[src/rrs_pkg.sv]
// Shared constants and carrier types for the return, rotate and sleep execution block.
// Assumes a single core clock domain and a classic Wishbone register port with 32-bit data.
package rrs_pkg;

	// ==========================================================
	// Widths
	localparam int PC_W = 13;
	localparam int DATA_W = 8;
	localparam int FADDR_W = 7;
	localparam int WB_ADR_W = 4;
	localparam int WB_DAT_W = 32;

	// ==========================================================
	// Register map (byte addresses)
	localparam logic [WB_ADR_W-1:0] OFS_CTRL = 4'h0;
	localparam logic [WB_ADR_W-1:0] OFS_STATUS = 4'h4;
	localparam logic [WB_ADR_W-1:0] OFS_WREG = 4'h8;
	localparam logic [WB_ADR_W-1:0] OFS_RESULT = 4'hc;

	// Control register fields.
	localparam int CTRL_CARRY_BIT = 0;
	localparam int CTRL_WAKE_BIT = 1;

	// Status register fields.
	localparam int STAT_CARRY_BIT = 0;
	localparam int STAT_TIMEOUT_N_BIT = 1;
	localparam int STAT_POWERDOWN_N_BIT = 2;
	localparam int STAT_SLEEP_BIT = 3;
	localparam int STAT_BUSY_BIT = 4;

	// ==========================================================
	// Operand encodings and reset values
	localparam logic DEST_W = 1'b0;
	localparam logic DEST_F = 1'b1;
	localparam logic CARRY_RST = 1'b0;
	localparam logic FLAG_N_RST = 1'b1;
	localparam logic [DATA_W-1:0] W_RST = 8'h00;
	localparam logic [PC_W-1:0] PC_RST = 13'h0000;
	localparam logic [FADDR_W-1:0] FADDR_RST = 7'h00;
	localparam logic [WB_DAT_W-1:0] RD_ZERO = 32'h0000_0000;

	// ==========================================================
	// Types
	typedef enum logic [2:0] {OP_NONE, OP_RETURN, OP_ROTL, OP_ROTR, OP_SLEEP} op_t;

	typedef enum logic [1:0] {PH_IDLE, PH_RET, PH_SLEEP} phase_t;

	typedef struct packed {
		op_t op;
		logic [FADDR_W-1:0] fileAddr;
		logic dest;
	} instr_t;

	typedef struct packed {
		logic stackPop;
		logic pcLoad;
		logic [PC_W-1:0] pcValue;
	} pc_load_t;

	typedef struct packed {
		logic wr;
		logic [FADDR_W-1:0] addr;
		logic [DATA_W-1:0] data;
	} file_wr_t;

	typedef struct packed {
		logic counterClear;
		logic prescalerClear;
	} wdt_ctl_t;

endpackage : rrs_pkg

[src/return_rotate_sleep_exec.sv]
// Execution unit for return-from-subroutine, rotate left/right through carry and sleep entry.
// Assumes the decoder presents one instruction with its file operand already read, and that
// the stack, file registers and watchdog outside act on the one-cycle strobes driven here.
// Functional notes
// (RULE_01) Return pops the stack and loads the top value into the program counter, leaving all flags alone.
// (RULE_02) Return takes two instruction cycles, so the next fetch starts from the restored counter.
// (RULE_03) Rotate left shifts the file operand toward the top bit through carry and changes only carry.
// (RULE_04) Rotate left writes the accumulator when the destination select is 0 and the file register when 1.
// (RULE_05) Rotate right shifts the file operand toward bit 0 through carry and changes only carry.
// (RULE_06) Rotate right writes the accumulator when the destination select is 0 and the file register when 1.
// (RULE_07) Sleep clears the active-low power-down flag to 0.
// (RULE_08) Sleep sets the active-low time-out flag to 1.
// (RULE_09) Sleep clears the watchdog counter and its prescaler.
// (RULE_10) After those updates sleep halts the core with the oscillator stopped.
// (RULE_11) Left rotate moves old carry into bit 0 and old bit 7 into carry; right rotate the mirror image.
// (RULE_12) Both rotates take one word and one instruction cycle with a seven-bit file operand.
`timescale 1ns/1ps

module return_rotate_sleep_exec
	import rrs_pkg::*;
(
	input wire logic core_clk,
	input wire logic reset,
	// Wishbone classic slave.
	input wire logic wb_cyc_i,
	input wire logic wb_stb_i,
	input wire logic wb_we_i,
	input wire logic [WB_ADR_W-1:0] wb_adr_i,
	input wire logic [3:0] wb_sel_i,
	input wire logic [WB_DAT_W-1:0] wb_dat_i,
	output logic [WB_DAT_W-1:0] wb_dat_o,
	output logic wb_ack_o,
	// Instruction issue.
	input wire logic instrValid,
	input wire instr_t instr,
	output logic instrReady,
	input wire logic [DATA_W-1:0] fileRdData,
	input wire logic [PC_W-1:0] stackTopValue,
	input wire logic wakeEvent,
	// Core side effects.
	output pc_load_t pcOut,
	output file_wr_t fileWr,
	output logic wWrite,
	output logic [DATA_W-1:0] wOut,
	output logic carryFlag,
	output logic timeoutStatusFlagN,
	output logic powerdownStatusFlagN,
	output wdt_ctl_t watchdogCounterCtl,
	output logic oscStop
);

	// ==========================================================
	// State

	typedef struct packed {
		phase_t phase;
		logic [DATA_W-1:0] w;
		logic carry;
		logic toN;
		logic pdN;
		pc_load_t pc;
		file_wr_t fw;
		logic wWr;
		logic [DATA_W-1:0] result;
		wdt_ctl_t wdt;
		logic ack;
		logic [WB_DAT_W-1:0] rdData;
	} state_t;

	state_t state_reg;
	state_t state_next;

	logic accept;
	logic wbReq;
	logic swWake;
	logic [DATA_W:0] rotLeft;
	logic [DATA_W:0] rotRight;

	// Carry out sits in the top bit, result below it.
	assign rotLeft = {fileRdData, state_reg.carry}; // [RULE_11]
	assign rotRight = {fileRdData[0], state_reg.carry, fileRdData[DATA_W-1:1]}; // [RULE_11]

	assign instrReady = (state_reg.phase == PH_IDLE);
	assign accept = instrValid && instrReady;
	assign wbReq = wb_cyc_i && wb_stb_i && !state_reg.ack;
	assign swWake = wbReq && wb_we_i && wb_sel_i[0] && (wb_adr_i == OFS_CTRL) && wb_dat_i[CTRL_WAKE_BIT];

	// ==========================================================
	// Next state

	always_comb
	begin
		state_next = state_reg;
		state_next.pc.stackPop = 1'b0;
		state_next.pc.pcLoad = 1'b0;
		state_next.fw.wr = 1'b0;
		state_next.wWr = 1'b0;
		state_next.wdt = '0;
		state_next.ack = 1'b0;

		// Bus writes go first so that an instruction in the same cycle has the last word.
		if (wbReq)
		begin
			state_next.ack = 1'b1;
			state_next.rdData = RD_ZERO;
			if (wb_we_i && wb_sel_i[0])
			begin
				case (wb_adr_i)
					OFS_CTRL: state_next.carry = wb_dat_i[CTRL_CARRY_BIT];
					OFS_WREG: state_next.w = wb_dat_i[DATA_W-1:0];
					default: ;
				endcase
			end
			else if (!wb_we_i)
			begin
				case (wb_adr_i)
					OFS_STATUS:
					begin
						state_next.rdData[STAT_CARRY_BIT] = state_reg.carry;
						state_next.rdData[STAT_TIMEOUT_N_BIT] = state_reg.toN;
						state_next.rdData[STAT_POWERDOWN_N_BIT] = state_reg.pdN;
						state_next.rdData[STAT_SLEEP_BIT] = (state_reg.phase == PH_SLEEP);
						state_next.rdData[STAT_BUSY_BIT] = (state_reg.phase == PH_RET);
					end
					OFS_CTRL: state_next.rdData[CTRL_CARRY_BIT] = state_reg.carry;
					OFS_WREG: state_next.rdData[DATA_W-1:0] = state_reg.w;
					OFS_RESULT: state_next.rdData[DATA_W-1:0] = state_reg.result;
					default: ;
				endcase
			end
		end

		case (state_reg.phase)
			PH_IDLE:
			begin
				if (accept)
				begin
					case (instr.op)
						OP_RETURN:
						begin
							// No flag is touched; the wait phase blocks the next fetch.
							state_next.pc.stackPop = 1'b1; // [RULE_01]
							state_next.pc.pcLoad = 1'b1; // [RULE_01]
							state_next.pc.pcValue = stackTopValue; // [RULE_01]
							state_next.phase = PH_RET; // [RULE_02]
						end
						OP_ROTL, OP_ROTR:
						begin
							if (instr.op == OP_ROTL)
							begin
								state_next.result = rotLeft[DATA_W-1:0]; // [RULE_03]
								state_next.carry = rotLeft[DATA_W]; // [RULE_03]
							end
							else
							begin
								state_next.result = rotRight[DATA_W-1:0]; // [RULE_05]
								state_next.carry = rotRight[DATA_W]; // [RULE_05]
							end
							if (instr.dest == DEST_F)
							begin
								state_next.fw.wr = 1'b1; // [RULE_04] [RULE_06]
								state_next.fw.addr = instr.fileAddr; // [RULE_12]
								state_next.fw.data = state_next.result;
							end
							else
							begin
								state_next.wWr = 1'b1; // [RULE_04] [RULE_06]
								state_next.w = state_next.result;
							end
						end
						OP_SLEEP:
						begin
							state_next.pdN = 1'b0; // [RULE_07]
							state_next.toN = 1'b1; // [RULE_08]
							state_next.wdt.counterClear = 1'b1; // [RULE_09]
							state_next.wdt.prescalerClear = 1'b1; // [RULE_09]
							state_next.phase = PH_SLEEP; // [RULE_10]
						end
						default: ;
					endcase
				end
			end
			PH_RET: state_next.phase = PH_IDLE; // [RULE_02]
			PH_SLEEP:
			begin
				// Only a wake source restarts the core; instructions are refused meanwhile.
				if (wakeEvent || swWake)
				begin
					state_next.phase = PH_IDLE;
				end
			end
			default: state_next.phase = PH_IDLE;
		endcase
	end

	always_ff @(posedge core_clk)
	begin
		if (reset)
		begin
			state_reg.phase <= PH_IDLE;
			state_reg.w <= W_RST;
			state_reg.carry <= CARRY_RST;
			state_reg.toN <= FLAG_N_RST;
			state_reg.pdN <= FLAG_N_RST;
			state_reg.pc <= '{stackPop: 1'b0, pcLoad: 1'b0, pcValue: PC_RST};
			state_reg.fw <= '{wr: 1'b0, addr: FADDR_RST, data: W_RST};
			state_reg.wWr <= 1'b0;
			state_reg.result <= W_RST;
			state_reg.wdt <= '0;
			state_reg.ack <= 1'b0;
			state_reg.rdData <= RD_ZERO;
		end
		else
		begin
			state_reg <= state_next;
		end
	end

	// ==========================================================
	// Outputs

	assign wb_dat_o = state_reg.rdData;
	assign wb_ack_o = state_reg.ack;
	assign pcOut = state_reg.pc;
	assign fileWr = state_reg.fw;
	assign wWrite = state_reg.wWr;
	assign wOut = state_reg.w;
	assign carryFlag = state_reg.carry;
	assign timeoutStatusFlagN = state_reg.toN;
	assign powerdownStatusFlagN = state_reg.pdN;
	assign watchdogCounterCtl = state_reg.wdt;
	assign oscStop = (state_reg.phase == PH_SLEEP); // [RULE_10]
endmodule : return_rotate_sleep_exec

[config.mk]
export PLATFORM = sky130hd
export DESIGN_NAME = return_rotate_sleep_exec
export DESIGN_NICKNAME = d
export VERILOG_FILES = /design/src/rrs_pkg.sv /design/src/return_rotate_sleep_exec.sv
export SDC_FILE = /design/constraint.sdc
export NUM_CORES = 1
export LEC_CHECK = 0
export BUFFER_PORTS_ARGS = -buffer_cell sky130_fd_sc_hd__buf_2
export CAP_MARGIN = 10
export CORE_UTILIZATION = 49
export DETAILED_ROUTE_END_ITERATION = 10
export HOLD_SLACK_MARGIN = 0.02
export PLACE_DENSITY = 0.84
export REMOVE_ABC_BUFFERS = 1
export SLEW_MARGIN = 20
export SYNTH_ARGS = -nofsm -noshare
export SYNTH_HDL_FRONTEND = slang
export SYNTH_SLANG_ARGS = --single-unit
[constraint.sdc]
create_clock -name core_clk -period 4.5 [get_ports core_clk]
set_clock_uncertainty 0.05 [all_clocks]
set_input_delay 0.675 -clock core_clk [delete_from_list [all_inputs] [get_ports core_clk]]
set_output_delay 0.675 -clock core_clk [all_outputs]
set_load 0.03 [all_outputs]
==> impl_metrics.json, run 1 <==
{
  "die_x_um": 81.3,
  "nets": 461,
  "cts_tree": "built",
  "multi_input_area_mm2": 0.00127,
  "crit_buf_inv": 1,
  "fin_ws_ns": 2.18,
  "max_cap_viol_count": 0,
  "period_needed_ns": 2.32,
  "synth_simple_gate_area_frac": 0.120,
  "ant_nets": 0,
  "ios": 159,
  "tightestPinTransition_ns": 0.974,
  "cp.required_ns": 4.70,
  "async_flop_share": 0,
  "place_ws_ns": 1.83,
  "largest_reg_flops": 16,
  "die_h_um": 81.3,
  "muxShareOfSynthArea": 0.144,
  "slew_viol_final": 0,
  "grt_pass1_wl_um": 9380,
  "cts_resized": 0,
  "synth-seq-area-share": 0.396,
  "p_leak_nw": 1.66,
  "place_congestion": 0.777,
  "postCtsSetupBuffers": 0,
  "cp_slowest_cell": "nor2_2",
  "final_layout_size_suffix_gt1_frac": 0.339,
  "wirelength_um": 6080,
  "cp-start-kind": "input port",
  "drc": 0,
  "fmax_mhz": 432,
  "clk_latency_ns": 0.32,
  "syn_area_mm2": 0.00308,
  "synth_edf_count": 0,
  "place_inst": 446,
  "synthAdderAreaFrac": 0,
  "port_buffers": 106,
  "finalSetupViolCount": 0,
  "synth_top_cell_by_area": "dfxtp_1",
  "h-tree-depth": 3,
  "synth_seq_cells": 61,
  "cp_data_arrival_time_ns": 2.51,
  "root_buffer": "clkbuf_8",
  "drt_iter0_drc": 97,
  "synth_top_family_by_area": "buffers and inverters",
  "status": "complete, no violations",
  "r2r_slack_ns": 2.25,
  "setup.worst_path.end_class": "register",
  "antenna_cells": 0,
  "synthToLayoutAreaGrowth_pct": 8.24,
  "die_area_mm2": 0.00662,
  "vias": 2277,
  "fp-row-count": 28,
  "synth_area_leaders": "dfxtp_1 (40%), buf_4 (19%), mux2i_1 (13%)",
  "synth_xor_area_frac": 0,
  "critPathMaxStageDelay_ns": 0.62,
  "finalNonFillerCells": 462,
  "clock_path_buffers": 2,
  "place_hpwl_um": 4620,
  "rsz0062_at_grt": "false",
  "path_clk_slew_ns": 0.07,
  "finalCritPeriodShare": 0.515,
  "finalHoldViolCount": 0,
  "avgSynthCellArea_um2": 9.32,
  "critical-path-top-delay-family": "simple AND/OR/NAND/NOR gates",
  "synth_ff_type": "dfxtp_1",
  "cts.sinks": 61,
  "grt_max_degree": 35,
  "hold_path_class": "register to register",
  "cp_max_fo": 19,
  "grt_pass1_vias": 2028,
  "final-seq-area_mm2": 0.00122,
  "power_density_mw_per_mm2": 356,
  "hold_buffers": 0,
  "worst_slew_margin_rel": 0.346,
  "fin_setup_tns_ns": 0,
  "ys_warn_count": 0,
  "fp.coreArea_mm2": 0.00599,
  "fillers": 542,
  "syn-instance-count": 331,
  "power_mw": 1.19,
  "critPathKind": "input port to register",
  "vdd_ir_drop_max_v": 0.000230,
  "wire_per_inst_um": 13.1,
  "overflow": 0,
  "cts_buffers": 9,
  "synth_cell_types": 38,
  "antenna_found_initial": 0,
  "start_util": 0.515,
  "grt_usage": 0.191,
  "synth-compound-area-share": 0.116,
  "drt-pass1-iter-count": 4,
  "crit_chain": "buf_2 -> or3b_1 -> nor2_2 -> nand2_1 -> a21boi_0",
  "viasPerCell": 4.93,
  "synth.top_cell.area_share": 0.396
}
[placed cells by master, fill, tap and decap left out, drive strengths merged]
master / Yosys / layout
buf: 82 / 108
dfxtp: 61 / 61
nor2: 52 / 52
mux2i: 40 / 40
conb: 2 / 25
a211oi: 17 / 17
clkbuf: 9 / 11
a21oi: 10 / 10
a21boi: 8 / 8
inv: 5 / 5
nor4: 5 / 5
mux2: 4 / 4
a22oi: 4 / 4
clkinv: 0 / 4
nor3: 4 / 4
nand2b: 3 / 3
a32oi: 3 / 3
nor2b: 2 / 2
nand2: 2 / 2
nor4bb: 2 / 2
nand3: 2 / 2
o2bb2ai: 2 / 2
a31oi: 2 / 2
or3b: 1 / 1
or3: 1 / 1
nor3b: 1 / 1
nand3b: 1 / 1
or2: 1 / 1
a32o: 1 / 1
o21ai: 1 / 1
and2: 1 / 1
a31o: 1 / 1
a311oi: 1 / 1
bufinv: 0 / 1
[layout make-up]
| cell class | count | area share |
|---|---|---|
| clock inverters | 5 | 0.0150 |
| clock buffers | 11 | 0.0424 |
| inverters | 5 | 0.00562 |
| flip-flops and latches | 61 | 0.366 |
| well taps | 75 | 0.0281 |
| repair buffers | 108 | 0.163 |
| multi-input cells | 197 | 0.380 |
[cell usage after synthesis (2+ instances only)]
cell / count
a211oi_1: 17
a21boi_0: 8
a21oi_1: 10
a22oi_1: 4
a31oi_1: 2
a32oi_1: 3
buf_4: 77
buf_6: 2
clkbuf_1: 9
conb_1: 2
dfxtp_1: 61
inv_1: 5
mux2_2: 4
mux2i_1: 40
nand2_1: 2
nand2b_1: 3
nand3_1: 2
nor2_1: 51
nor2b_1: 2
nor3_1: 3
nor4_1: 5
nor4bb_1: 2
o2bb2ai_1: 2
[worst register-to-register path: cells and delay by family (launching register included)]
family / cells / cell delay [ns]
and+or+nand+nor: 3 / 1.53
AOI/OAI and AO/OA: 1 / 0.26
DFF: 1 / 0.33
[logic make-up (layout without fill, tap and decap cells)]
logic type             after synthesis  in the layout
buffers and inverters               96            129
AND/OR/NAND/NOR                     78             78
flip-flops                          61             61
AO/OA/AOI/OAI                       50             50
multiplexers                        44             44
other                                2             25
[metal layers]
layer / global-route usage / vias to the layer above / wire [µm]
met3: 0.0573 / 2 / 478
met1: 0.233 / 1035 / 2680
li1: - / 1144 / -
met2: 0.310 / 96 / 2900
met4: 0.0804 / 0 / 15
met5: 0 / - / 0
[power by group]
part           leakage, nW  switching, mW  internal [mW]
combinational         1.06          0.108         0.0505
clock                0.103          0.199          0.267
sequential           0.495        0.00819          0.555
total                 1.66          0.315          0.873
[per-stage QoR]
stage / area, µm² / utilization / hold slack (ns)
floorplan: 2510 / - / 0.420
global placement: 3150 / 0.525 / 0.389
detailed placement: 3150 / 0.525 / 0.394
CTS: 3340 / 0.557 / 0.403
global route: 3340 / 0.557 / 0.425
finish: 3340 / 0.557 / 0.401
[final timing paths]
| path | startpoint | to | depth (start not counted) |
|---|---|---|---|
| setup / recovery | instrValid | wOut[1] | 5 |
| hold / removal | wb_dat_o[0] | wb_dat_o[0] | 2 |
| setup reg to reg | state_reg[87] | wOut[1] | 4 |
| hold reg to reg | wb_dat_o[0] | wb_dat_o[0] | 2 |
(Power assumes the default switching activity.)
==> run 2: changes to the inputs <==
- CORE_UTILIZATION: 49 -> 46
- PLACE_DENSITY: 0.84 -> 0.79
- clock period: 4.5 -> 2.4 ns (I/O delays scaled with it)
==> run 2 against run 1 <==
  * The run now ends with design-rule violations left
  * Non-clock buffer count is 5 higher
  * Clock power is 90% higher
  * Sequential share of layout area is 0.45 points lower
  * Worst setup slack worse by 1.8 ns
  * Die area is 6.4% higher
  * Hold slack worse by 0.20 ns
==> impl_metrics.json, run 2 (same netlist as run 1, synthesis figures left out) <==
{
  "status": "complete, but fails checks",
  "violations": "design-rule violations",
  "hold_path_class": "input port to register",
  "cts.sinks": 61,
  "vdd_ir_drop_max_v": 0.000390,
  "die_h_um": 83.9,
  "cp.required_ns": 2.57,
  "grt_pass1_wl_um": 10100,
  "period_needed_ns": 2.01,
  "p_leak_nw": 1.68,
  "die_area_mm2": 0.00704,
  "grt_pass1_vias": 2173,
  "wirelength_um": 6220,
  "path_clk_slew_ns": 0.07,
  "largest_reg_flops": 16,
  "tightestPinTransition_ns": 0.680,
  "power_density_mw_per_mm2": 663,
  "viasPerCell": 4.86,
  "ant_nets": 0,
  "antenna_cells": 0,
  "clk_latency_ns": 0.33,
  "cts_tree": "built",
  "fp.coreArea_mm2": 0.00642,
  "fillers": 631,
  "hold_buffers": 0,
  "fin_setup_tns_ns": 0,
  "drt_iter0_drc": 85,
  "r2r_slack_ns": 0.39,
  "postCtsSetupBuffers": 0,
  "cp_data_arrival_time_ns": 2.17,
  "finalCoreUtilization": 0.526,
  "nets": 466,
  "place_hpwl_um": 4770,
  "finalCritPeriodShare": 0.836,
  "drc": 16,
  "fp-row-count": 29,
  "cts_buffers": 9,
  "final_layout_size_suffix_gt1_frac": 0.344,
  "clock_path_buffers": 2,
  "cp-start-kind": "register",
  "synthToLayoutAreaGrowth_pct": 9.57,
  "cts_resized": 0,
  "wire_per_inst_um": 13.3,
  "max_cap_viol_count": 0,
  "layout_common_cells": "buf_2 (106), dfxtp_1 (61), nor2_1 (51), mux2i_1 (40), conb_1 (25)",
  "cp_max_fo": 13,
  "mostFrequentLayoutCell": "buf_2",
  "overflow": 0,
  "start_util": 0.480,
  "finalSetupViolCount": 0,
  "antenna_found_initial": 0,
  "rsz0062_at_grt": "false",
  "critPathKind": "register to register",
  "vias": 2281,
  "fmax_mhz": 499,
  "drt-pass1-iter-count": 9,
  "setup.worst_path.end_class": "register",
  "grt_max_degree": 27,
  "place_congestion": 0.751,
  "worst_slew_margin_rel": 0.546,
  "finalHoldViolCount": 0,
  "ios": 159,
  "port_buffers": 106,
  "die_x_um": 83.9,
  "h-tree-depth": 3,
  "slew_viol_final": 0,
  "root_buffer": "clkbuf_8",
  "grt_usage": 0.187
}
## run 2: cell types whose count changed in the layout (fill, tap and decap cells not counted), sizes merged
cell / delta
clkinv: -2
clkinvlp: +1
buf: +5
clkbuf: +1
## run 2: worst paths after layout
kind	end	startpoint	cells after the start
min	pcOut[2]	stackTopValue[2]	3
max	pcOut[7]	state_reg[87]	4
min reg2reg	wb_dat_o[0]	wb_dat_o[0]	2
max reg2reg	pcOut[7]	state_reg[87]	4
## run 2: power by group
part / switching [mW] / internal, mW / total (mW)
sequential: 0.0160 / 1.04 / 1.06
combinational: 0.203 / 0.0975 / 0.301
clock: 0.379 / 0.505 / 0.884
## run 2: cell type report
cell class,count,area (µm²),area share
Timing Repair Buffer,113,583,0.173
Clock inverter,4,47.5,0.0141
Inverter,5,18.8,0.00555
Multi-Input combinational cell,197,1270,0.375
Sequential cell,61,1220,0.361
Clock buffer,12,145,0.0429
Tap cell,77,96.3,0.0285
## run 2: worst max-delay path: stages, from the launching register on
cell,delay (ns)
dfxtp_1,0.33
or3b_1,0.53
or3_1,0.66
mux2i_1,0.26
nor2_1,0.06
## run 2: stage by stage
step	std cells	hold WS, ns	area (µm²)	power (mW)	setup WS [ns]
floorplan	263	0.379	2510	1.26	0.378
global placement	453	0.392	3190	1.37	0.320
detailed placement	453	0.391	3190	1.38	0.266
CTS	469	0.192	3380	2.27	0.366
global route	469	0.189	3380	2.36	0.241
finish	469	0.202	3380	2.24	0.395
## run 2: layer usage
metal / track usage / part of all wire
met3: 0.0702 / 0.074
met5: 0 / 0
met1: 0.217 / 0.43
met2: 0.314 / 0.48
met4: 0.0674 / 0.014
==> run 3: changes to the inputs <==
- clock period: 2.4 -> 1.9 ns (I/O delays scaled with it)
==> run 3 against run 2 <==
  * The flow still finishes with violations (design-rule violations)
  * Cell count up 1.5%
  * Clock power up 21%
  * Combinational power up 33%
  * Global-route usage down 0.084 points
  * Sequential share of layout area down 0.84 points
  * Cell area up 2.4%
  * Die area unchanged
  * Hold slack worse by 0.068 ns
  * Critical endpoint is now fileWr[3]
  * Highest routed layer unchanged
==> impl_metrics.json, run 3 (same netlist as run 1, synthesis figures left out) <==
{
  "power_mw": 2.80,
  "fin_ws_ns": 0.162,
  "tightestPinTransition_ns": 0.501,
  "p_leak_nw": 1.72,
  "violations": "design-rule violations",
  "wirelength_um": 6340,
  "fin_setup_tns_ns": 0,
  "grt_usage": 0.186,
  "place_congestion": 0.781,
  "hold_path_class": "input port to register",
  "die_area_mm2": 0.00704,
  "grt_pass1_vias": 2180,
  "cts_tree": "built",
  "drc": 16,
  "fp-row-count": 29,
  "cp_max_fo": 23,
  "max_cap_viol_count": 0,
  "root_buffer": "clkbuf_8",
  "place_hpwl_um": 4870,
  "crit_start": "state_reg[87]",
  "timing.rr.end": "fileWr[3]",
  "viasPerCell": 4.94,
  "die_x_um": 83.9,
  "cp_data_arrival_time_ns": 1.93,
  "synthToLayoutAreaGrowth_pct": 12.2,
  "fp.coreArea_mm2": 0.00642,
  "worst_slew_margin_rel": 0.661,
  "port_buffers": 106,
  "finalCritPeriodShare": 0.915,
  "largest_reg_flops": 16,
  "ant_nets": 0,
  "grt_max_degree": 25,
  "critPathMaxStageDelay_ns": 0.42,
  "drt-pass1-iter-count": 7,
  "finalHoldViolCount": 0,
  "rsz0062_at_grt": "false",
  "regToRegStartpoint": "state_reg[87]",
  "endpoint": "fileWr[3]",
  "cp_slowest_cell": "or3b_1",
  "vdd_ir_drop_max_v": 0.000366,
  "power_density_mw_per_mm2": 811,
  "cp-start-kind": "register",
  "cts_buffers": 9,
  "hp-start": "stackTopValue[8]",
  "fmax_mhz": 575,
  "r2r_slack_ns": 0.16,
  "start_util": 0.480,
  "antenna_found_initial": 0,
  "nets": 474,
  "layout_common_cells": "buf_2 (106), dfxtp_1 (61), nor2_1 (51), mux2i_1 (40), conb_1 (25)",
  "clk_latency_ns": 0.33,
  "fillers": 594,
  "clock_path_buffers": 2,
  "ios": 159,
  "critPathKind": "register to register",
  "place_ws_ns": 0.0834,
  "final_layout_size_suffix_gt1_frac": 0.363,
  "h-tree-depth": 3,
  "placed_area_mm2": 0.00327,
  "rr_worst_depth": 6,
  "status": "complete, but fails checks",
  "die_h_um": 83.9,
  "overflow": 0,
  "cts.sinks": 61,
  "setup.worst_path.end_class": "register",
  "vias": 2352,
  "fin_area_mm2": 0.00346,
  "antenna_cells": 0,
  "path_clk_slew_ns": 0.07,
  "cp.required_ns": 2.09,
  "grt_pass1_wl_um": 10200,
  "period_needed_ns": 1.74,
  "slew_viol_final": 0,
  "mostFrequentLayoutCell": "buf_2",
  "crit_chain": "or3b_1 -> buf_4 -> nor3_4 -> buf_12 -> nor2_1 -> a211oi_1",
  "drt_iter0_drc": 101,
  "wire_per_inst_um": 13.3,
  "finalSetupViolCount": 0
}
==> run 3: cell count changes in the layout (fill, tap and decap cells not counted) <==
cell,change
clkinv_2,+1
clkbuf_8,-1
nand2_2,+1
buf_4,+6
nand2_1,-1
buf_12,+2
a211oi_1,-1
a211oi_2,+1
clkbuf_1,-1
==> run 3: worst min-delay path by stage <==
stage               slack [ns]  depth (start not counted)             to
CTS                       0.12                          2  state_reg[86]
floorplan                 0.30                          1    wb_dat_o[0]
detailed placement        0.42                          2    wb_dat_o[0]
finish                    0.13                          3       pcOut[8]
global placement          0.39                          2    wb_dat_o[0]
global route              0.12                          3      pcOut[11]
==> run 3: routing by layer <==
metal / up-vias / track usage / share of wire
li1: 1169 / - / -
met1: 1073 / 0.224 / 0.43
met2: 98 / 0.300 / 0.47
met3: 12 / 0.0682 / 0.072
met4: 0 / 0.0737 / 0.018
met5: - / 0 / 0
==> run 3: report_power, final <==
part | switching [mW] | leakage [nW] | internal (mW)
registers | 0.0199 | 0.495 | 1.31
clock network | 0.479 | 0.0919 | 0.591
logic | 0.263 | 1.13 | 0.136
total | 0.762 | 1.72 | 2.04
==> run 3: repair_timing <==
item                       in CTS  in global routing
resized for setup               0                  2
setup buffers                   0                  0
setup endpoints to repair       0                  5
hold buffers                    0                  0
==> run 3: final cells by class <==
type / count / area, µm² / share of cell area
flip-flops and latches: 61 / 1220 / 0.353
repair buffers: 121 / 668 / 0.193
inverters: 5 / 18.8 / 0.00542
clock inverters: 5 / 52.6 / 0.0152
well taps: 77 / 96.3 / 0.0278
clock buffers: 10 / 128 / 0.0369
multi-input cells: 197 / 1270 / 0.369
==> run 3: metrics by stage <==
step	std cells	utilization	hold slack, ns
after floorplan	263	-	0.304
after global placement	461	0.509	0.392
after detailed placement	461	0.509	0.419
after CTS	476	0.538	0.120
after global routing	476	0.539	0.117
final	476	0.539	0.134
==> run 3: critical path, delay by kind of cell, from the launching register on <==
kind | cells | cell delay, ns
DFF | 1 | 0.33
and+or+nand+nor | 3 | 0.68
AOI/OAI and AO/OA | 1 | 0.22
buffers and inverters | 2 | 0.37
